`config.mk`:
```
export PLATFORM = sky130hd
export DESIGN_NAME = bwdt_top
export DESIGN_NICKNAME = d
export VERILOG_FILES = /design/src/bwdt_pkg.sv /design/src/bwdt_tick.sv /design/src/bwdt_top.sv
export VERILOG_INCLUDE_DIRS = /design/src
export SDC_FILE = /design/constraint.sdc
export NUM_CORES = 1
export LEC_CHECK = 0
export ABC_AREA = 1
export ABC_CLOCK_PERIOD_IN_PS = 2700
export BUFFER_PORTS_ARGS = -buffer_cell sky130_fd_sc_hd__buf_2
export CORE_UTILIZATION = 60
export DETAILED_ROUTE_END_ITERATION = 8
export MAX_ROUTING_LAYER = met4
export PLACE_DENSITY = 0.77
export RECOVER_POWER = 50
export SYNTH_ARGS = -nofsm -noshare
export SYNTH_HDL_FRONTEND = slang
export SYNTH_HIERARCHICAL = 1
export SYNTH_SLANG_ARGS = --single-unit
```
`constraint.sdc`:
```
create_clock -name CLOCK -period 2.7 [get_ports CLOCK]
set_input_delay 0.135 -clock CLOCK [delete_from_list [all_inputs] [get_ports CLOCK]]
set_output_delay 0.135 -clock CLOCK [all_outputs]
set_load 0.005 [all_outputs]
```
`src/bwdt_map.svh`:
```
// Contract
// - A nonzero loaded timeout starts the countdown from that value; the code ignores loads during the fire window.
// - Countdown reaching zero forces the configured expiry action.
// - Loading zero disables the watchdog and stops any countdown.
// - Expiry action is either cold reset or non-maskable interrupt, as configured.
// - Time unit of each count comes from a separate setup option.
`ifndef BWDT_MAP_SVH
`define BWDT_MAP_SVH
`define BWDT_SVC_CODE      8'h6F
`define BWDT_SUB_SET       8'h02
`define BWDT_COUNT_W       8
`define BWDT_COUNT_RST     8'h00
`define BWDT_CLK_HZ        20000000
`define BWDT_UNIT_SEC_NS   1000000000
`define BWDT_UNIT_MIN_NS   60000000000
`define BWDT_CLK_NS        50
`define BWDT_UNIT_SEC_CYC  (`BWDT_UNIT_SEC_NS / `BWDT_CLK_NS)
`define BWDT_RESET_PULSE   8
`define BWDT_NMI_PULSE     1
`define BWDT_SECS_PER_MIN  60
`endif

```
`src/bwdt_pkg.sv`:
```
`include "bwdt_map.svh"
package bwdt_pkg;
  typedef enum logic [2:0] {
    BWDT_OFF     = 3'b001,
    BWDT_RUN     = 3'b010,
    BWDT_FIRE    = 3'b100
  } bwdt_state_t;
  typedef enum logic {
    BWDT_ACT_RESET = 1'b0,
    BWDT_ACT_NMI   = 1'b1
  } bwdt_action_t;
endpackage

```
`src/bwdt_tick.sv`:
```
`include "bwdt_map.svh"
// Unit tick generator: one pulse per timeout unit
module bwdt_tick
  import bwdt_pkg::*;
#(
  parameter int unsigned SEC_CYCLES = `BWDT_UNIT_SEC_CYC
) (
  input  wire logic clock,
  input  wire logic rst_b,
  input  wire logic ce,
  input  wire logic restart,
  input  wire logic unit_min,
  output logic      tick
);
  typedef struct packed {
    logic [31:0] cyc;
    logic [5:0]  sec;
    logic        tick;
  } bwdt_tick_st_t;
  bwdt_tick_st_t s;
  bwdt_tick_st_t next_s;
  always_comb begin
    next_s = s;
    next_s.tick = 1'b0;
    if (restart) begin
      next_s.cyc = 32'h0000_0000;
      next_s.sec = 6'h00;
    end else if (s.cyc == SEC_CYCLES - 1) begin
      next_s.cyc = 32'h0000_0000;
      // Minute unit stacks sixty second ticks
      if (!unit_min || s.sec == 6'(`BWDT_SECS_PER_MIN - 1)) begin
        next_s.sec = 6'h00;
        next_s.tick = 1'b1;
      end else begin
        next_s.sec = s.sec + 6'h01;
      end
    end else begin
      next_s.cyc = s.cyc + 32'h0000_0001;
    end
  end
  always_ff @(posedge clock) begin
    if (!rst_b) begin
      s <= '0;
    end else if (ce) begin
      s <= next_s;
    end
  end
  assign tick = s.tick;
endmodule

```
`src/bwdt_top.sv`:
```
`include "bwdt_map.svh"
// Countdown watchdog loaded through the firmware service call decode
module bwdt_top
  import bwdt_pkg::*;
#(
  parameter int unsigned SEC_CYCLES = `BWDT_UNIT_SEC_CYC,
  parameter int unsigned RST_PULSE  = `BWDT_RESET_PULSE
) (
  input  wire logic       CLOCK,
  input  wire logic       RST_B,
  input  wire logic       CE,
  input  wire logic       SVC_STB,
  input  wire logic [7:0] SVC_CODE,
  input  wire logic [7:0] SVC_SUB,
  input  wire logic [7:0] SVC_COUNT,
  input  wire logic       CFG_NMI,
  input  wire logic       CFG_UNIT_MIN,
  output logic            SYS_RESET,
  output logic            NMI,
  output logic            RUNNING,
  output logic [7:0]      COUNT
);
  typedef struct packed {
    bwdt_state_t state;
    logic [7:0]  count;
    logic [7:0]  hold;
    logic        sys_reset;
    logic        nmi;
    logic        running;
    logic [1:0]  nmi_sync;
    logic [1:0]  unit_sync;
  } bwdt_st_t;
  bwdt_st_t s;
  bwdt_st_t next_s;
  logic     load;
  logic     tick;
  assign load = SVC_STB && SVC_CODE == `BWDT_SVC_CODE && SVC_SUB == `BWDT_SUB_SET;
  bwdt_tick #(
    .SEC_CYCLES (SEC_CYCLES)
  ) u_tick (
    .clock    (CLOCK),
    .rst_b    (RST_B),
    .ce       (CE),
    .restart  (load),
    .unit_min (s.unit_sync[1]),
    .tick     (tick)
  );
  always_comb begin
    next_s = s;
    next_s.nmi = 1'b0;
    // Option straps come from board pins, so they cross two flops first
    next_s.nmi_sync  = {s.nmi_sync[0], CFG_NMI};
    next_s.unit_sync = {s.unit_sync[0], CFG_UNIT_MIN};
    case (s.state)
      BWDT_OFF: begin
        next_s.sys_reset = 1'b0;
        if (load && SVC_COUNT != 8'h00) begin
          next_s.count = SVC_COUNT;
          next_s.state = BWDT_RUN;
        end
      end
      BWDT_RUN: begin
        if (load) begin
          // A reload restarts the count; zero parks the timer
          next_s.count = SVC_COUNT;
          if (SVC_COUNT == 8'h00) begin
            next_s.state = BWDT_OFF;
          end
        end else if (tick) begin
          next_s.count = s.count - 8'h01;
          if (s.count == 8'h01) begin
            next_s.state = BWDT_FIRE;
            next_s.hold = 8'(RST_PULSE);
            if (s.nmi_sync[1]) begin
              next_s.nmi = 1'b1;
            end else begin
              next_s.sys_reset = 1'b1;
            end
          end
        end
      end
      BWDT_FIRE: begin
        // Reset pulse is stretched so board logic sees it; NMI is a single pulse
        if (s.hold <= 8'h01) begin
          next_s.sys_reset = 1'b0;
          next_s.state = BWDT_OFF;
        end else begin
          next_s.hold = s.hold - 8'h01;
        end
      end
      default: begin
        next_s.state = BWDT_OFF;
      end
    endcase
    // Registered so the pin does not glitch while the state decodes
    next_s.running = next_s.state == BWDT_RUN;
  end
  always_ff @(posedge CLOCK) begin
    if (!RST_B) begin
      s.state     <= BWDT_OFF;
      s.count     <= `BWDT_COUNT_RST;
      s.hold      <= 8'h00;
      s.sys_reset <= 1'b0;
      s.nmi       <= 1'b0;
      s.running   <= 1'b0;
      s.nmi_sync  <= 2'h0;
      s.unit_sync <= 2'h0;
    end else if (CE) begin
      s <= next_s;
    end
  end
  assign SYS_RESET = s.sys_reset;
  assign NMI       = s.nmi;
  assign RUNNING   = s.running;
  assign COUNT     = s.count;

  property p_start;
    @(posedge CLOCK) disable iff (!RST_B)
      (CE && s.state == BWDT_OFF && load && SVC_COUNT != 8'h00) |=> RUNNING && COUNT == $past(SVC_COUNT);
  endproperty
  a_start: assert property (p_start) else $error("nonzero load did not start");
  property p_zero;
    @(posedge CLOCK) disable iff (!RST_B)
      (CE && load && SVC_COUNT == 8'h00 && s.state != BWDT_FIRE) |=>
        !RUNNING ##1 !SYS_RESET && !NMI;
  endproperty
  a_zero: assert property (p_zero) else $error("zero load did not disable");
  property p_expire;
    @(posedge CLOCK) disable iff (!RST_B)
      (CE && RUNNING && tick && !load && COUNT == 8'h01) |=> (SYS_RESET ^ NMI);
  endproperty
  a_expire: assert property (p_expire) else $error("expiry took no action");
  property p_action;
    @(posedge CLOCK) disable iff (!RST_B)
      $rose(NMI) |-> $past(s.nmi_sync[1]) && !SYS_RESET;
  endproperty
  a_action: assert property (p_action) else $error("nmi without nmi option");
  property p_reload;
    @(posedge CLOCK) disable iff (!RST_B)
      (CE && RUNNING && load && SVC_COUNT != 8'h00) |=> COUNT == $past(SVC_COUNT);
  endproperty
  a_reload: assert property (p_reload) else $error("reload did not restart");
  property p_reset_state;
    @(posedge CLOCK) $rose(RST_B) |-> !RUNNING && COUNT == 8'h00 && !SYS_RESET;
  endproperty
  a_reset_state: assert property (p_reset_state) else $error("not idle after reset");
  property p_bad_code;
    @(posedge CLOCK) disable iff (!RST_B)
      (SVC_STB && SVC_CODE != `BWDT_SVC_CODE && !tick && CE) |=> COUNT == $past(COUNT);
  endproperty
  a_bad_code: assert property (p_bad_code) else $error("foreign call changed count");
  property p_hold;
    @(posedge CLOCK) disable iff (!RST_B)
      !CE |=> $stable(COUNT) && $stable(RUNNING);
  endproperty
  a_hold: assert property (p_hold) else $error("state moved while frozen");

  // Expiry action and pulse shape
  property p_nmi_pulse;
    @(posedge CLOCK) disable iff (!RST_B)
      (CE && NMI) |=> !NMI;
  endproperty
  a_nmi_pulse: assert property (p_nmi_pulse) else $error("nmi longer than one cycle");
  property p_one_action;
    @(posedge CLOCK) disable iff (!RST_B)
      !(SYS_RESET && NMI);
  endproperty
  a_one_action: assert property (p_one_action) else $error("reset and nmi together");
  property p_cold_reset;
    @(posedge CLOCK) disable iff (!RST_B)
      $rose(SYS_RESET) |-> !$past(s.nmi_sync[1]) && !NMI;
  endproperty
  a_cold_reset: assert property (p_cold_reset) else $error("reset with nmi option");
  property p_off_quiet;
    @(posedge CLOCK) disable iff (!RST_B)
      (s.state == BWDT_OFF) |-> !SYS_RESET && !NMI && !RUNNING;
  endproperty
  a_off_quiet: assert property (p_off_quiet) else $error("disabled timer is active");
  property p_run_nonzero;
    @(posedge CLOCK) disable iff (!RST_B)
      RUNNING |-> COUNT != 8'h00;
  endproperty
  a_run_nonzero: assert property (p_run_nonzero) else $error("running with zero count");

  // Countdown steps
  property p_tick_dec;
    @(posedge CLOCK) disable iff (!RST_B)
      (CE && RUNNING && tick && !load && COUNT != 8'h01) |=>
        RUNNING && COUNT == $past(COUNT) - 8'h01;
  endproperty
  a_tick_dec: assert property (p_tick_dec) else $error("unit tick did not count down");
  property p_idle_hold;
    @(posedge CLOCK) disable iff (!RST_B)
      (CE && RUNNING && !tick && !load) |=> RUNNING && $stable(COUNT);
  endproperty
  a_idle_hold: assert property (p_idle_hold) else $error("count moved without a tick");
  property p_load_restart;
    @(posedge CLOCK) disable iff (!RST_B)
      (CE && load) |=> !tick;
  endproperty
  a_load_restart: assert property (p_load_restart) else $error("load kept the old unit phase");
  property p_reload_run;
    @(posedge CLOCK) disable iff (!RST_B)
      (CE && RUNNING && load && SVC_COUNT != 8'h00) |=> RUNNING && !SYS_RESET && !NMI;
  endproperty
  a_reload_run: assert property (p_reload_run) else $error("reload stopped the timer");

  // Fire window: count parked at zero, calls ignored until the reset-pulse window ends, for either action
  property p_fire_zero;
    @(posedge CLOCK) disable iff (!RST_B)
      (s.state == BWDT_FIRE) |-> COUNT == 8'h00 && !RUNNING;
  endproperty
  a_fire_zero: assert property (p_fire_zero) else $error("fired with count left");
  property p_fire_hold;
    @(posedge CLOCK) disable iff (!RST_B)
      (CE && s.state == BWDT_FIRE && s.hold > 8'h01) |=>
        s.state == BWDT_FIRE && $stable(SYS_RESET);
  endproperty
  a_fire_hold: assert property (p_fire_hold) else $error("reset pulse cut short");
  property p_fire_exit;
    @(posedge CLOCK) disable iff (!RST_B)
      (CE && s.state == BWDT_FIRE && s.hold <= 8'h01) |=> s.state == BWDT_OFF && !SYS_RESET;
  endproperty
  a_fire_exit: assert property (p_fire_exit) else $error("reset pulse did not end");
  property p_fire_ignore;
    @(posedge CLOCK) disable iff (!RST_B)
      (CE && s.state == BWDT_FIRE && load) |=> !RUNNING;
  endproperty
  a_fire_ignore: assert property (p_fire_ignore) else $error("load taken while firing");
  property p_sub_ignore;
    @(posedge CLOCK) disable iff (!RST_B)
      (CE && SVC_STB && SVC_CODE == `BWDT_SVC_CODE && SVC_SUB != `BWDT_SUB_SET && !tick) |=>
        COUNT == $past(COUNT) && $stable(RUNNING);
  endproperty
  a_sub_ignore: assert property (p_sub_ignore) else $error("foreign sub-function acted");
endmodule

```
==> results.json <==
{
  "min_path_cells": 3,
  "portBuffers": 40,
  "postSynthAreaPerCell_um2": 6.28,
  "routed_via_density": 5.24,
  "grt_overflow": 0,
  "worstHoldPathType": "input port to flop",
  "status": "complete, no violations",
  "nets": 787,
  "hold_buffers": 0,
  "holdPathEnd": "next_s[3]",
  "grt_max_degree": 31,
  "final_antenna_net_count": 0,
  "timing.rr.start": "s[25]",
  "fp.dieW_um": 88.8,
  "post-synth-top-area-cell": "dfxtp_1",
  "r2r-end": "s[8]",
  "cp-start-kind": "flop",
  "diodes": 0,
  "start_util": 0.623,
  "maxCapViolCount": 0,
  "drc": 0,
  "synth_most_common_cell": "nand2_1",
  "clock_skew_ns": 0.00737,
  "wl_um": 10600,
  "finalCritPeriodShare": 0.757,
  "worstSkewPairLatency_ns": 0.34,
  "seq_area_frac_synth": 0.288,
  "synth-seq-cells": 65,
  "syn_inst": 719,
  "final_cell_area_um2": 4840,
  "crit_type": "flop to flop",
  "setup_viol": 0,
  "syn_area_um2": 4520,
  "cts_tree": "done",
  "grt_pass1_wl_um": 17700,
  "fin_crit_ns": 2.04,
  "die_h_um": 88.8,
  "num-fill-cells": 693,
  "cts_max_path_buffers": 2,
  "synthDistinctLibCells": 38,
  "place_area_um2": 4680,
  "reg2reg_slack_ns": 0.66,
  "crit_required_ns": 2.93,
  "layout-drive-gt1-share": 0.124,
  "cts-resized-gates": 0,
  "finalHoldViolCount": 0,
  "slowest_stage": "nand3_1",
  "fp.dieArea_um2": 7880,
  "syn-num-nets": 755,
  "ir_worst_vdd_mv": 0.222,
  "cp_max_fo": 12,
  "antenna_found_initial": 0,
  "gp_congestion": 1.01,
  "p_leak_nw": 2.14,
  "setup_tns_ns": 0,
  "vias": 4484,
  "drtIter0Drc": 227,
  "cp_cell_sequence": "inv_1 > nand3_1 > inv_1 > nand2_1 > nand3_4 > nand2_1 > o21ai_1 > nor2_1",
  "relSlewSlack": 0.368,
  "ff2ff_path_depth": 8,
  "area_delta_synth_final_pct": 7.06,
  "rows": 31,
  "crit_path_max_incr_delay_ns": 0.44,
  "end_kind": "flop",
  "numCtsBuffers": 9,
  "cts_sinks": 65,
  "cts_root_buffer": "clkbuf_8",
  "synth_common_cells": "nand2_1, nor2_1, inv_1",
  "worstPathArrival_ns": 2.27,
  "io_pins": 41,
  "max_freq_mhz": 489,
  "slew_viol_final": 0,
  "yosys_warnings": 6,
  "synth_top_area_share": 0.288,
  "core_um2": 7250,
  "tightest_slew_ns": 0.948,
  "synth_area_leaders": "dfxtp_1, nand2_1, nor2_1",
  "min_from": "CFG_NMI",
  "grt_pass1_vias": 4164,
  "synthArstFlopShare": 0,
  "rsz0062_at_grt": "no",
  "power_density_nw_per_um2": 382,
  "grt_util_all_layers": 0.295,
  "path_clk_slew_ns": 0.08,
  "post_cts_buffers": 0,
  "dp_hpwl_um": 8020,
  "synth_edf_count": 0,
  "first_pass_iters": 5,
  "htree_levels": 3,
  "synthFlopType": "dfxtp_1",
  "wl_per_cell_um": 12.3
}
metal layers:
| layer | wire length [um] | track usage | vias up |
|---|---|---|---|
| met5 | 0 | - | - |
| met4 | 269 | 0.122 | 0 |
| met3 | 461 | 0.0625 | 24 |
| met2 | 5270 | 0.521 | 110 |
| met1 | 4560 | 0.321 | 2030 |
| li1 | - | - | 2320 |
cell families after synthesis:
group	Yosys count	share of synthesized area
DFF	65	0.288
AOI/OAI and AO/OA	53	0.0659
and+or+nand+nor	459	0.475
adders and majority gates	6	0.0166
xor gates and xnor gates	19	0.0368
buffers and inverters	117	0.118
worst max-delay path by stage:
stage	start	endpoint	slack [ns]	cells after the start
floorplan	s[7]	s[8]	1.19	10
global placement	SVC_SUB[6]	u_tick/s[25]	0.81	11
detailed placement	SVC_SUB[0]	u_tick/s[35]	0.70	9
CTS	u_tick/s[7]	u_tick/s[29]	0.82	10
global route	s[25]	COUNT[3]	0.43	8
finish	s[25]	s[8]	0.66	8
through the flow:
step / cells / util / power, W / worst slack, ns / hold slack (ns)
global placement: 839 / 0.646 / 0.00110 / 0.809 / 0.374
floorplan: 719 / - / 0.00107 / 1.19 / 0.270
global route: 855 / 0.667 / 0.00191 / 0.428 / 0.0614
finish: 855 / 0.667 / 0.00185 / 0.656 / 0.0341
detailed placement: 839 / 0.646 / 0.00111 / 0.698 / 0.388
CTS: 855 / 0.671 / 0.00186 / 0.820 / 0.0316
state kept, by name, summed over array words and instances, names as in the netlist:
name,flops
COUNT,8
u_tick/s,38
u_tick/tick,1
SYS_RESET,1
NMI,1
next_s,2
RUNNING,1
s,13
cell usage in the layout, fill, tap and decap left out, types with 2 or more instances in the layout:
master / netlist / final
nand3_4: 2 / 2
o21ai_0: 10 / 10
nor3_4: 2 / 2
buf_2: 4 / 35
nor3_1: 14 / 14
nor2_2: 8 / 8
nand2_1: 172 / 174
nor2_1: 146 / 147
clkinvlp_4: 0 / 2
xnor2_1: 4 / 4
o21bai_1: 2 / 2
nor2_4: 8 / 7
inv_1: 92 / 92
clkbuf_8: 0 / 11
dfxtp_1: 65 / 65
ha_1: 6 / 6
clkinv_2: 0 / 3
o211ai_1: 5 / 5
clkinv_1: 3 / 3
o21ai_1: 3 / 3
nand2_2: 7 / 6
or2_0: 2 / 2
a21oi_1: 30 / 30
nor3_2: 8 / 8
nand3_1: 58 / 59
clkbuf_1: 1 / 5
nand4_1: 23 / 23
xor2_1: 15 / 15
nand2_4: 5 / 4
critical path: cells and delay by family (launching register included):
kind	cells	cell delay (ns)
buffers and inverters	2	0.54
AO/OA/AOI/OAI	1	0.08
AND/OR/NAND/NOR	5	1.02
flip-flops	1	0.30
final cells by class:
cell class | instances | area (um^2) | share of cell area
Multi-Input combinational cell | 537 | 2660 | 0.550
Sequential cell | 65 | 1300 | 0.269
Inverter | 97 | 367 | 0.0758
Tap cell | 99 | 124 | 0.0256
Clock buffer | 11 | 151 | 0.0313
Clock inverter | 5 | 30.0 | 0.00621
Timing Repair Buffer | 41 | 201 | 0.0416
power by group:
| part | switching [W] | internal, W |
|---|---|---|
| Sequential | 0.00000698 | 0.000967 |
| Combinational | 0.0000723 | 0.0000372 |
| Clock | 0.000387 | 0.000378 |
| Total | 0.000466 | 0.00138 |
No activity file was read; power rests on OpenSTA's default activity.
